File: config.mk
export PLATFORM = sky130hd
export DESIGN_NAME = sbt_tap
export DESIGN_NICKNAME = d
export VERILOG_FILES = /design/src/sbt_pkg.sv /design/src/sbt_sync.sv /design/src/sbt_tap.sv
export SDC_FILE = /design/constraint.sdc
export NUM_CORES = 1
export LEC_CHECK = 0
export ABC_AREA = 1
export BUFFER_PORTS_ARGS = -buffer_cell sky130_fd_sc_hd__buf_4
export CAP_MARGIN = 20
export CORE_UTILIZATION = 59
export DETAILED_ROUTE_END_ITERATION = 16
export PLACE_DENSITY = 0.82
export SLEW_MARGIN = 20
export SYNTH_ARGS = -nofsm -noshare
export SYNTH_HDL_FRONTEND = slang
export SYNTH_HIERARCHICAL = 1
export SYNTH_SLANG_ARGS = --single-unit
File: constraint.sdc
create_clock -name CLK_I -period 3.9 [get_ports CLK_I]
set_input_delay 0.975 -clock CLK_I [delete_from_list [all_inputs] [get_ports CLK_I]]
set_output_delay 0.975 -clock CLK_I [all_outputs]
set_load 0.005 [all_outputs]
File: src/sbt_pkg.sv
// Package: constants and types for the memory test access port
package sbt_pkg;

    typedef enum logic [3:0] {
        ST_RESET    = 4'b0000,
        ST_IDLE     = 4'b0001,
        ST_SEL_DR   = 4'b0010,
        ST_CAP_DR   = 4'b0011,
        ST_SH_DR    = 4'b0100,
        ST_EX1_DR   = 4'b0101,
        ST_PAU_DR   = 4'b0110,
        ST_EX2_DR   = 4'b0111,
        ST_UPD_DR   = 4'b1000,
        ST_SEL_IR   = 4'b1001,
        ST_CAP_IR   = 4'b1010,
        ST_SH_IR    = 4'b1011,
        ST_EX1_IR   = 4'b1100,
        ST_PAU_IR   = 4'b1101,
        ST_EX2_IR   = 4'b1110,
        ST_UPD_IR   = 4'b1111
    } sbt_state_t;

    localparam int          INSN_W        = 3;
    localparam logic [2:0]  INSN_EXTEST   = 3'h0;
    localparam logic [2:0]  INSN_IDCODE   = 3'h1;
    localparam logic [2:0]  INSN_SAMPLE_Z = 3'h2;
    localparam logic [2:0]  INSN_SAMPLE   = 3'h4;
    localparam logic [2:0]  INSN_BYPASS   = 3'h7;
    localparam logic [1:0]  IR_CAPTURE    = 2'h1;
    localparam int          ID_W          = 32;
    localparam int          SYNC_STAGES   = 3;
    localparam int          RESET_ONES    = 5;

endpackage : sbt_pkg

File: src/sbt_sync.sv
// Three-stage input synchroniser with agreement check
module sbt_sync
    import sbt_pkg::*;
#(
    parameter logic INIT = 1'b1
) (
    input  wire logic CLK_I,
    input  wire logic RST_I,
    input  wire logic d_i,
    output logic      q_o
);
    logic s1;
    logic s2;
    logic s3;

    always_ff @(posedge CLK_I) begin
        if (RST_I) begin
            s1 <= INIT;
            s2 <= INIT;
            s3 <= INIT;
            q_o <= INIT;
        end else begin
            s1 <= d_i;
            s2 <= s1;
            s3 <= s2;
            if (s2 == s3) begin
                q_o <= s3;
            end
        end
    end
endmodule : sbt_sync

File: src/sbt_tap.sv
// Top: test access port controller sampling the test clock on CLK_I
// Notes on behaviour
// - Inputs sampled on test clock rise
// - Outputs other than STATE_O change only on test clock fall; STATE_O follows the state on the rise
// - Mode-select steers the controller state machine
// - Undriven mode-select acts as one
// - Undriven data input acts as one
// - Selected register from state and instruction
// - Data in feeds selected register, out drives
// - Data output driven only while shifting
// - Five mode-select highs reach test-logic-reset
// - No separate asynchronous test reset input
// - Controller resets itself at power-up
// - No test clock keeps port idle
// - Follows the 1990 boundary scan standard
// - 3-bit instruction preloads identify on reset
// - Capture-IR loads 01 into low bits
// - New instruction takes effect at update-IR
// - Bypass is one bit, one stage
module sbt_tap
    import sbt_pkg::*;
#(
    parameter int             BSR_W   = 8,
    parameter logic [ID_W-1:0] ID_CODE = 32'h0000_0001 // Arbitrary value
) (
    input  wire logic             CLK_I,
    input  wire logic             RST_I,
    input  wire logic             TCK_I,
    input  wire logic             TMS_I,
    input  wire logic             TDI_I,
    input  wire logic [BSR_W-1:0] PINS_I,
    output logic                  TDO_O,
    output logic                  TDO_OE_O,
    output logic [BSR_W-1:0]      BSR_OUT_O,
    output logic                  EXTEST_O,
    output logic [3:0]            STATE_O
);
    // The boundary shift slices the register, so it needs two cells
    if (BSR_W < 2) begin : g_bad_width
        $error("BSR_W must be at least 2");
    end

    logic             tck_s;
    logic             tms_s;
    logic             tdi_s;
    logic             tck_d;
    logic             rise;
    logic             fall;
    sbt_state_t       state;
    sbt_state_t       next_state;
    logic [INSN_W-1:0] ir_sh;
    logic [INSN_W-1:0] ir;
    logic [ID_W-1:0]  id_sh;
    logic             byp;
    logic [BSR_W-1:0] bsr;
    logic             sel_out;
    logic             shifting;
    logic [INSN_W-1:0] next_ir;
    localparam int     ONES_W = $clog2(RESET_ONES);
    logic [ONES_W-1:0] ones_cnt;

    // Pull-ups: all three inputs reset to one and float as one
    sbt_sync #(.INIT(1'b1)) u_tck (
        .CLK_I (CLK_I), .RST_I (RST_I), .d_i (TCK_I), .q_o (tck_s));
    sbt_sync #(.INIT(1'b1)) u_tms (
        .CLK_I (CLK_I), .RST_I (RST_I), .d_i (TMS_I), .q_o (tms_s));
    sbt_sync #(.INIT(1'b1)) u_tdi (
        .CLK_I (CLK_I), .RST_I (RST_I), .d_i (TDI_I), .q_o (tdi_s));

    always_ff @(posedge CLK_I) begin
        if (RST_I) begin
            tck_d <= 1'b1;
        end else begin
            tck_d <= tck_s;
        end
    end

    assign rise = tck_s & ~tck_d;
    assign fall = ~tck_s & tck_d;

    always_comb begin
        next_state = state;
        unique case (state)
            ST_RESET:  next_state = tms_s ? ST_RESET  : ST_IDLE;
            ST_IDLE:   next_state = tms_s ? ST_SEL_DR : ST_IDLE;
            ST_SEL_DR: next_state = tms_s ? ST_SEL_IR : ST_CAP_DR;
            ST_CAP_DR: next_state = tms_s ? ST_EX1_DR : ST_SH_DR;
            ST_SH_DR:  next_state = tms_s ? ST_EX1_DR : ST_SH_DR;
            ST_EX1_DR: next_state = tms_s ? ST_UPD_DR : ST_PAU_DR;
            ST_PAU_DR: next_state = tms_s ? ST_EX2_DR : ST_PAU_DR;
            ST_EX2_DR: next_state = tms_s ? ST_UPD_DR : ST_SH_DR;
            ST_UPD_DR: next_state = tms_s ? ST_SEL_DR : ST_IDLE;
            ST_SEL_IR: next_state = tms_s ? ST_RESET  : ST_CAP_IR;
            ST_CAP_IR: next_state = tms_s ? ST_EX1_IR : ST_SH_IR;
            ST_SH_IR:  next_state = tms_s ? ST_EX1_IR : ST_SH_IR;
            ST_EX1_IR: next_state = tms_s ? ST_UPD_IR : ST_PAU_IR;
            ST_PAU_IR: next_state = tms_s ? ST_EX2_IR : ST_PAU_IR;
            ST_EX2_IR: next_state = tms_s ? ST_UPD_IR : ST_SH_IR;
            ST_UPD_IR: next_state = tms_s ? ST_SEL_DR : ST_IDLE;
        endcase
    end

    // RST_I stands for power-up; there is no test reset pin
    always_ff @(posedge CLK_I) begin
        if (RST_I) begin
            state <= ST_RESET;
        end else if (rise) begin
            state <= next_state;
        end
    end

    // Instruction value that the next test clock fall applies
    always_comb begin
        if (state == ST_RESET) begin
            next_ir = INSN_IDCODE;
        end else if (state == ST_UPD_IR) begin
            next_ir = ir_sh;
        end else begin
            next_ir = ir;
        end
    end

    // Shifts on the rise; applies on the fall so outputs follow at once
    always_ff @(posedge CLK_I) begin
        if (RST_I) begin
            ir_sh <= INSN_IDCODE;
            ir    <= INSN_IDCODE;
        end else begin
            if (rise && state == ST_CAP_IR) begin
                ir_sh <= {ir_sh[INSN_W-1:2], IR_CAPTURE};
            end else if (rise && state == ST_SH_IR) begin
                ir_sh <= {tdi_s, ir_sh[INSN_W-1:1]};
            end
            if (fall) begin
                ir <= next_ir;
            end
        end
    end

    // Counts consecutive test clock rises with mode-select high
    always_ff @(posedge CLK_I) begin
        if (RST_I) begin
            ones_cnt <= '0;
        end else if (rise) begin
            if (!tms_s) begin
                ones_cnt <= '0;
            end else if (ones_cnt != ONES_W'(RESET_ONES - 1)) begin
                ones_cnt <= ones_cnt + 1'b1;
            end
        end
    end

    // Data registers
    always_ff @(posedge CLK_I) begin
        if (RST_I) begin
            id_sh <= '0;
            byp   <= 1'b0;
            bsr   <= '0;
        end else if (rise) begin
            if (state == ST_CAP_DR) begin
                id_sh <= ID_CODE;
                byp   <= 1'b0;
                bsr   <= PINS_I;
            end else if (state == ST_SH_DR) begin
                unique case (ir)
                    INSN_IDCODE: id_sh <= {tdi_s, id_sh[ID_W-1:1]};
                    INSN_EXTEST, INSN_SAMPLE, INSN_SAMPLE_Z:
                        bsr <= {tdi_s, bsr[BSR_W-1:1]};
                    default: byp <= tdi_s;
                endcase
            end
        end
    end

    // Boundary outputs latch on the fall in update-DR, boundary selected
    always_ff @(posedge CLK_I) begin
        if (RST_I) begin
            BSR_OUT_O <= '0;
        end else if (fall && state == ST_UPD_DR &&
                     (ir == INSN_EXTEST || ir == INSN_SAMPLE ||
                      ir == INSN_SAMPLE_Z)) begin
            BSR_OUT_O <= bsr;
        end
    end

    always_comb begin
        if (state == ST_SH_IR) begin
            sel_out = ir_sh[0];
        end else begin
            unique case (ir)
                INSN_IDCODE: sel_out = id_sh[0];
                INSN_EXTEST, INSN_SAMPLE, INSN_SAMPLE_Z: sel_out = bsr[0];
                default: sel_out = byp;
            endcase
        end
    end

    assign shifting = (state == ST_SH_IR) || (state == ST_SH_DR);

    always_ff @(posedge CLK_I) begin
        if (RST_I) begin
            TDO_O    <= 1'b0;
            TDO_OE_O <= 1'b0;
            EXTEST_O <= 1'b0;
        end else if (fall) begin
            TDO_O    <= shifting ? sel_out : 1'b0;
            TDO_OE_O <= shifting;
            EXTEST_O <= (next_ir == INSN_EXTEST);
        end
    end

    assign STATE_O = state;

    output_on_fall_a: assert property (@(posedge CLK_I)
        disable iff (RST_I) !fall |=> $stable(TDO_O) && $stable(TDO_OE_O)
            && $stable(EXTEST_O) && $stable(BSR_OUT_O))
        else $error("Outputs changed without a test clock fall");

    state_on_rise_a: assert property (@(posedge CLK_I)
        disable iff (RST_I) !rise |=> $stable(state))
        else $error("State moved without a test clock rise");

    five_ones_a: assert property (@(posedge CLK_I)
        disable iff (RST_I)
        (rise && tms_s && ones_cnt == ONES_W'(RESET_ONES - 1))
        |=> state == ST_RESET)
        else $error("Five mode-select highs did not reach reset");

    oe_shift_a: assert property (@(posedge CLK_I)
        disable iff (RST_I) (fall && !shifting) |=> !TDO_OE_O)
        else $error("TDO driven outside a shift state");

    ir_reset_a: assert property (@(posedge CLK_I)
        disable iff (RST_I) (fall && state == ST_RESET)
        |=> ir == INSN_IDCODE)
        else $error("Instruction not preset in reset state");

    capir_a: assert property (@(posedge CLK_I)
        disable iff (RST_I) (rise && state == ST_CAP_IR)
        |=> ir_sh[1:0] == IR_CAPTURE)
        else $error("Capture-IR did not load 01");

    ir_hold_a: assert property (@(posedge CLK_I)
        disable iff (RST_I) (state != ST_UPD_IR && state != ST_RESET)
        |=> $stable(ir))
        else $error("Instruction changed outside update");

    ir_update_a: assert property (@(posedge CLK_I)
        disable iff (RST_I) (fall && state == ST_UPD_IR)
        |=> ir == $past(ir_sh))
        else $error("Update-IR did not apply the shifted instruction");

    bypass_a: assert property (@(posedge CLK_I)
        disable iff (RST_I) (rise && state == ST_SH_DR && ir == INSN_BYPASS)
        |=> byp == $past(tdi_s))
        else $error("Bypass stage did not take TDI");

    tlr_a: assert property (@(posedge CLK_I)
        disable iff (RST_I) (rise && tms_s && state == ST_SEL_IR)
        |=> state == ST_RESET)
        else $error("Select-IR with TMS high missed reset");

endmodule : sbt_tap

Word-level counts from Yosys, hierarchy flattened
Index checks and enable logic that the tools add are counted.
Word-level totals
  register bits after elaboration: 75
  bits of input ports: 13
  word-level logic and storage cells: 101
Cells by class
  reduce and logical (&&, ||, !) cells: 23
  bitwise logic cells: 5
  muxes and demuxes: 27
  equal/unequal tests: 22
Operator list (count)
  32-bit two-way mux: 3
  4-bit case mux with 12 select lines: 1
  4-bit equality test, second input constant: 8
  8-bit two-way mux: 3
  4-bit by 3-bit equality test with 1-bit output, second input constant: 4
  4-bit two-way mux: 4
  3-bit two-way mux: 4
  3-bit AND reduction: 3
  4-bit by 2-bit equality test with 1-bit output, second input constant: 2
  1-bit two-way mux: 8
  3-bit logical NOT: 2
  2-bit two-way mux: 3
  2-bit nonzero test: 3
  2-bit OR reduction: 3
  3-bit OR reduction: 2
  4-bit by 1-bit equality test with 1-bit output, second input constant: 1
  1-bit logical AND: 4
  4-bit logical NOT: 1
  4-bit OR reduction: 1
  1-bit equality test: 3
  3-bit by 1-bit equality test with 1-bit output, second input constant: 1
  3-bit by 2-bit equality test with 1-bit output, second input constant: 1
  3-bit equality test, second input constant: 1
  1-bit logical OR: 3
  other kinds (5): 8

Depth between registers and ports, before layout
Gate-level depths: netlist (run 1).
  depth in word-level cells: 5
  depth in mapped cells: 10
  depth with buffers taken out: 9

Cells and area by module
Netlist (run 1), hierarchy kept.
Modules (own cells, without submodules)
  sbt_tap: times used 1, cells each 393, area each 2865.2 µm²
  sbt_sync: times used 3, cells each 15, area each 128.9 µm²

Worst setup path before layout (run 1)
Ideal clock, no wire load.
  kind: in2reg
  start point: in RST_I
  end point: reg ir_sh[2]
  library setup time: 118 ps
  slack: 2108 ps
  stages: 5
  required time: 3782 ps
  data arrival time: 1674 ps
  cells stage by stage: clkbuf_1 > inv_1 > clkbuf_1 > o21ai_0 > nor2_1
RTL lines
  from (decl): line sbt_tap.sv:27  | input wire logic RST_I,
  to (signal assigned): line sbt_tap.sv:130  | ir_sh <= {ir_sh[INSN_W-1:2], IR_CAPTURE};
  to (signal assigned): line sbt_tap.sv:132  | ir_sh <= {tdi_s, ir_sh[INSN_W-1:1]};
  to (decl): line sbt_tap.sv:51  | logic [INSN_W-1:0] ir_sh;

Worst setup path in the final report (run 1)
  start point: reg state[1], in the netlist STATE_O[1]
  end point: reg id_sh[6]
Between the ends
  word-level cells in the longest chain between the ends: 3
  elaborated cells on any way between the ends: 6
Ends and longest elaborated chain
  from (decl): line sbt_tap.sv:49  | sbt_state_t state;
  from (signal assigned): line sbt_tap.sv:108  | state <= next_state;
  4-bit by 2-bit equality test with 1-bit output / 4-bit by 3-bit equality test with 1-bit output (equally long branches): line sbt_tap.sv:160, sbt_tap.sv:164
  2-bit nonzero test (no source line)
  3-bit AND reduction (no source line)
  to (signal assigned): line sbt_tap.sv:166  | INSN_IDCODE: id_sh <= {tdi_s, id_sh[ID_W-1:1]};
  to (decl): line sbt_tap.sv:53  | logic [ID_W-1:0] id_sh;
Parallel ways exist; a longest one is shown, timed or not.
A chain may end at the register's enable or synchronous reset.

==> metrics.md, run 1 <==
| Metric | Value |
|---|---|
| Mapped Nets | `between 400 and 500` |
| Max-cap viol count | `0` |
| Most used routing layer | `met2` |
| CTS tree | `done` |
| Port Buffer Count | `27` |
| Layout cell share with drive strength beyond 1 | `15.05%` |
| Seq cells post-synth | `75` |
| Via-per-instance ratio | `5.419` |
| Die extent in y | `76.24 um` |
| Crit path kind | `reg -> reg` |
| Tot GR Track Use | `between 20% and 30%` |
| Final core utilization | `roughly 70%` |
| RSZ-0062 raised after global routing | `false` |
| Final TNS setup | `0 ns` |
| Mapped Avg Cell Area | `7.424 sq um` |
| CTS Sinks | `75` |
| Ant. Diodes | `0` |
| Starting density of the core | `62.48%` |
| H-tree depth | `3` |
| Leak Pwr | `~1.6 nW` |
| Final Power | `0.001450 W` |
| Final ANT Viol Nets | `0` |
| GPL Wtd Cong | `0.8905` |
| Clock period minus worst slack | `2.188 ns` |
| Row cnt | `26` |
| Inst Count DP | `519` |
| Residual DRC count | `0` |
| Yosys warnings | `6` |
| Post-synth cell types | `28` |
| CP Data Required Time | `4.12 ns` |
| Largest net degree at the start of global routing | `59` |
| Top cell type by total area after synthesis | `dfxtp_1` |
| Clock skew | `0.008862 ns` |
| Initial antenna violation count | `0` |
| Clock latency at the later pin of the worst-skew pair | `0.35 ns` |
| Reg clk slew, reported paths | `0.08 ns` |
| Status | `finished, final reports clean` |
| Period utilization | `56.11%` |
| Io pins | `28` |
| Nets@finish | `473` |
| Yosys top cell area share | `between 40% and 50%` |
| Global-route met2 utilization | `between 40% and 50%` |
| Die area | `0.005813 sq mm` |
| Total CTS buffers | `9` |
| Top cells by area, synth | `dfxtp_1 (46%), nand2_1 (13%), a21oi_1 (8.3%)` |
| Most common cell after layout, fill and taps aside | `nand2_1` |
| Startpoint types | `flip-flop` |
| Root Buffer | `clkbuf_8` |
| Vias in the first global route | `approximately 2600` |
| Final WL | `6862 um` |
| First-pass GRT wire length | `11500 um` |
| Peak VDD IR | `0.3235 mV` |
| 1st-iter DRT viols | `around 210` |
| Final Max Tran Viols | `0` |
| Final cell count without fillers | `535` |
| HP Class | `reg -> reg` |
| Arrival @ worst endpoint | `2.41 ns` |
| Sequential area share after synthesis | `46.17%` |
| Area delta synth->final | `11.93%` |
| Most frequent cells in the layout | `nand2_1 (116), dfxtp_1 (75), a21oi_1 (54)` |
| Setup crit end kind | `flip-flop` |
| Post_cts resized | `0` |
| DR WL/cell | `12.83 um` |
| # hold bufs at CTS | `0` |
| FMAX | `approximately 460 MHz` |
| DR pass1 iterations | `5` |
| Global route overflow | `0` |
| Final Setup Violations | `0` |
| PwrDens | `around 400 mW/mm^2` |
| Routing usage on met3 | `6.108%` |
| Chip Width | `~76 um` |
| Met1 Track Usage GR | `30.94%` |
| Placeable core area | `0.005205 sq mm` |
| Vias after detailed routing | `a little under 3000` |
| Cell Area, Synth | `0.003252 sq mm` |
| Critical Path Fanout Max | `42` |
| Worst-case clock buffer depth | `2` |
| Slew HR | `approximately three fifths` |
| Slew @ Worst Pin | `0.5772 ns` |
| Setup Buffers After CTS | `0` |
| Post-synthesis cell count | `438` |
| Final Hold Vio Count | `0` |
| DP Wirelength | `4274 um` |
[cells in the mapped netlist]
master	instances
nand3b_1	1
clkbuf_1	6
nor2_2	6
nand2_2	4
nor2_4	3
nand2_4	2
o21bai_1	1
a21oi_1	54
inv_4	1
nor3_1	2
buf_2	1
o21ai_1	3
inv_2	7
dfxtp_1	75
buf_4	3
buf_6	6
o21ai_0	20
or2_1	6
nor2_8	2
nand3_1	52
o211ai_1	2
o21ai_2	1
nand2_1	116
inv_1	26
nor3_4	1
nand4_1	3
nor2_1	33
bufinv_8	1
[critical path: stages, from the launching register on]
cell and delay [ns]:
dfxtp_1 0.46, nand2_2 0.16, inv_2 0.11, nand2_4 0.25
o21ai_2 0.17, nand2_2 0.10, nor2_8 0.37, inv_4 0.22
nand2_1 0.13, a21oi_1 0.07
[final cells by class]
type | instances | area, sq um
repair buffers | 27 | 202.7
multi-input cells | 312 | 1485
clock inverters | 6 | 87.58
inverters | 35 | 147.6
clock buffers | 10 | 127.6
fillers | 435 | 1565
well taps | 70 | 87.58
flip-flops and latches | 75 | 1501
[stage by stage]
step	cell area (sq um)	hold slack [ns]	worst slack, ns
2_1_floorplan	3252	0.3832	2.108
5_1_grt	3640	0.4389	1.514
4_1_cts	3640	0.4077	1.728
3_5_place_dp	3425	0.3914	1.579
3_3_place_gp	3425	0.3865	1.619
6_report	3640	0.4086	1.712
[cells by family (layout without fill, tap and decap cells)]
kind of cell / after synthesis / count (layout) / synth area share, %
AO/OA/AOI/OAI: 81 / 81 / 12.81
buffers and inverters: 51 / 78 / 8.157
flip-flops: 75 / 75 / 46.17
AND/OR/NAND/NOR: 231 / 231 / 32.86
[where the power goes]
group | leakage (nW) | internal, W | switching (W)
logic | 0.857 | 0.0000111 | 0.0000160
clock network | 0.111 | 0.000362 | 0.000290
registers | 0.606 | 0.000769 | 0.00000179
[flip-flops by register name, summed over array words and instances, names as in the netlist, 3 cells and up]
signal / cells
id_sh: 32
BSR_OUT_O: 8
bsr: 8
STATE_O: 4
ir: 3
ir_sh: 3
[final timing paths]
kind                      startpoint                    end  slack (ns)  cells past startpoint
min              u_tms/s1$_SDFF_PP1_    u_tms/s2$_SDFF_PP1_        0.41                      1
min reg2reg      u_tms/s1$_SDFF_PP1_    u_tms/s2$_SDFF_PP1_        0.41                      1
max reg2reg  STATE_O[1]$_SDFFE_PP0P_  id_sh[6]$_SDFFE_PP0P_        1.71                      9
max          STATE_O[1]$_SDFFE_PP0P_  id_sh[6]$_SDFFE_PP0P_        1.71                      9
[metal layers]
metal  vias up  part of all wire, %
met5         -                    0
met4         0                 0.95
met3         6                  5.1
met2        81                   48
met1      1343                   46
li1       1469                    -
No activity file was read; power rests on OpenSTA's default activity.
==> run 2, diff against run 1 <==
Settings changed: CORE_UTILIZATION 59 to 53, PLACE_DENSITY 0.82 to 0.78.
Clock period 3.9 ns to 1.8 ns, I/O delays scaled along.
==> run 2 against run 1 <==
Register-to-register slack got worse by 1.6 ns. Cell count increased by 2.8%. Via count increased by 1.7%. Largest cell class unchanged.
==> metrics.md, run 2 (synthesis gave the netlist of run 1 again) <==
| Metric | Value |
|---|---|
| Status | `finished, final reports clean` |
| Final WL | `7048 um (+2.7%)` |
| Final Setup Violations | `0 (unchanged)` |
| # hold bufs at CTS | `0 (unchanged)` |
| Starting density of the core | `54.92% (-7.6 points)` |
| FMAX | `596.3 MHz (+30%)` |
| Final Hold Vio Count | `0 (unchanged)` |
| Inst Count DP | `533 (+2.7%)` |
| Clock skew | `0.01073 ns (+0.001864 ns)` |
| Vias after detailed routing | `2949 (+1.7%)` |
| Max-cap viol count | `0 (unchanged)` |
| GPL Wtd Cong | `0.9656 (+8.4%)` |
| Placeable core area | `0.005921 sq mm (+14%)` |
| Global route overflow | `0 (unchanged)` |
| Critical Path Fanout Max | `10 (-76%)` |
| Slew @ Worst Pin | `0.4712 ns (-0.1060 ns)` |
| R2R depth | `8 (-1)` |
| DR WL/cell | `12.81 um (about the same)` |
| Final Max Tran Viols | `0 (unchanged)` |
| Leak Pwr | `1.617 nW (+2.8%)` |
| Worst-case clock buffer depth | `2 (unchanged)` |
| First-pass GRT wire length | `11520 um (+0.18%)` |
| PwrDens | `824.3 mW/mm^2 (+110%)` |
| Internal reg-to-reg setup slack | `0.12 ns (-1.59 ns)` |
| Bufs and invs on worst path | `3 (+1)` |
| Pre-CTS WS | `0.1253 ns (-1.454 ns)` |
| Hold Path Sink | `u_tck/s1$_SDFF_PP1_` |
| RSZ-0062 raised after global routing | `false` |
| Root Buffer | `clkbuf_8` |
| DR pass1 iterations | `7 (+2)` |
| Peak VDD IR | `0.6649 mV (+110%)` |
| Crit path kind | `reg -> reg` |
| Port Buffer Count | `27 (unchanged)` |
| 1st-iter DRT viols | `310 (+50%)` |
| Io pins | `28 (unchanged)` |
| CP Data Required Time | `2.04 ns (-2.08 ns)` |
| Nets@finish | `483 (+2.1%)` |
| Clock latency at the later pin of the worst-skew pair | `0.35 ns (about the same)` |
| Most common cell after layout, fill and taps aside | `nand2_1` |
| HP Class | `in -> reg` |
| Worst stage delay on the critical path | `0.48 ns (+0.02 ns)` |
| Clock period minus worst slack | `1.677 ns (-0.5115 ns)` |
| Initial antenna violation count | `0 (unchanged)` |
| Total CTS buffers | `9 (unchanged)` |
| Slew HR | `68.55% (+7.0 points)` |
| Final ANT Viol Nets | `0 (unchanged)` |
| Final cell count without fillers | `550 (+2.8%)` |
| CTS tree | `done` |
| Tot GR Track Use | `23.24% (-1.5 points)` |
| DP Wirelength | `4666 um (+9.2%)` |
| Max FFs per register | `32 (unchanged)` |
| Most frequent cells in the layout | `nand2_1 (116), dfxtp_1 (75), a21oi_1 (54)` |
| Setup ws final | `0.1230 ns (-1.589 ns)` |
| Slowest stage cell, crit path | `dfxtp_1` |
| Startpoint types | `flip-flop` |
| H-tree depth | `3 (unchanged)` |
| R2R Path Start | `STATE_O[3]$_SDFFE_PP0P_` |
| Die area | `0.006453 sq mm (+11%)` |
| Residual DRC count | `0 (unchanged)` |
| Ant. Diodes | `0 (unchanged)` |
| Via-per-instance ratio | `5.362 (-1.0%)` |
| Vias in the first global route | `2682 (+4.2%)` |
| Worst hold stages | `2 (+1)` |
| Chip Width | `80.33 um (+5.4%)` |
| CTS Sinks | `75 (unchanged)` |
| Area post-placement | `0.003511 sq mm (+2.5%)` |
| HP Start | `TCK_I` |
| Layout cell share with drive strength beyond 1 | `17.05% (+2.0 points)` |
| Row cnt | `28 (+7.7%)` |
| Area delta synth->final | `15.04%` |
| Cell area after layout | `0.003741 sq mm (+2.8%)` |
| Die extent in y | `80.33 um (+5.4%)` |
| CP cell instances | `inv_2 -> nor2_2 -> nand2_2 -> nor3_4 -> buf_12 -> inv_2 -> nor2_1 -> nor2_1` |
| Final TNS setup | `0 ns (unchanged)` |
| Arrival @ worst endpoint | `1.92 ns (-0.49 ns)` |
| Setup crit end kind | `flip-flop` |
| Largest net degree at the start of global routing | `34 (-42%)` |
| Biggest regs | `id_sh x32, BSR_OUT_O x8, bsr x8` |
| Largest reg by FF count | `id_sh` |
| Period utilization | `93.17% (+37 points)` |
| CP top delay family | `simple AND/OR/NAND/NOR gates` |
| Reg clk slew, reported paths | `0.09 ns (about the same)` |
| R2r endpoint | `BSR_OUT_O[7]$_SDFFE_PP0P_` |
## run 2: cell types whose count changed in the layout (fill, tap and decap cells not counted), sizes merged
cell,delta
bufinv,-1
clkinv,-3
buf,+10
inv,+1
clkinvlp,+3
## run 2: cell type report
class / instances / area (sq um)
repair buffers: 37 / 302.8
clock buffers: 10 / 137.6
well taps: 75 / 93.84
fillers: 492 / 2180
inverters: 35 / 147.6
clock inverters: 6 / 72.57
multi-input cells: 312 / 1485
flip-flops and latches: 75 / 1501
## run 2: how the worst max path moves through the flow
stage | depth (start not counted) | slack (ns) | to | from
2_1_floorplan | 7 | 0.35 | BSR_OUT_O[1]$_SDFFE_PP0P_ | STATE_O[3]$_SDFFE_PP0P_
6_report | 8 | 0.12 | BSR_OUT_O[7]$_SDFFE_PP0P_ | STATE_O[3]$_SDFFE_PP0P_
3_3_place_gp | 7 | 0.22 | BSR_OUT_O[6]$_SDFFE_PP0P_ | STATE_O[3]$_SDFFE_PP0P_
3_5_place_dp | 7 | 0.13 | BSR_OUT_O[3]$_SDFFE_PP0P_ | STATE_O[3]$_SDFFE_PP0P_
5_1_grt | 8 | 0.003 | id_sh[7]$_SDFFE_PP0P_ | STATE_O[2]$_SDFFE_PP0P_
4_1_cts | 7 | 0.07 | BSR_OUT_O[7]$_SDFFE_PP0P_ | STATE_O[3]$_SDFFE_PP0P_
## run 2: timing repair
| action | in CTS | in global routing |
|---|---|---|
| setup buffers | 0 | 1 |
| endpoints found under the setup margin | 0 | 7 |
| gates resized for setup | 0 | 0 |
| hold endpoints to repair | 0 | 0 |
## run 2: routing by layer
metal	up-vias	wire length, um	track usage (%)
met4	0	191	11.43
li1	1485	-	-
met1	1339	3067	27.21
met3	24	388	6.477
met2	101	3400	38.89
met5	-	0	0
## run 2: power breakdown
| group | leakage (nW) | switching, W | internal (W) | total [W] |
|---|---|---|---|---|
| Sequential | 0.606 | 0.00000416 | 0.00167 | 0.00167 |
| Clock | 0.0971 | 0.000658 | 0.000692 | 0.00135 |
| Combinational | 0.914 | 0.0000363 | 0.0000271 | 0.0000634 |
## run 2: metrics by stage
stage / total power (W) / hold slack, ns / util [%]
2_1_floorplan: 0.001738 / 0.3832 / -
3_3_place_gp: 0.001770 / 0.3843 / 59.30
3_5_place_dp: 0.001773 / 0.4050 / 59.30
4_1_cts: 0.003108 / 0.2683 / 62.85
5_1_grt: 0.003182 / 0.2755 / 63.19
6_report: 0.003084 / 0.2821 / 63.19
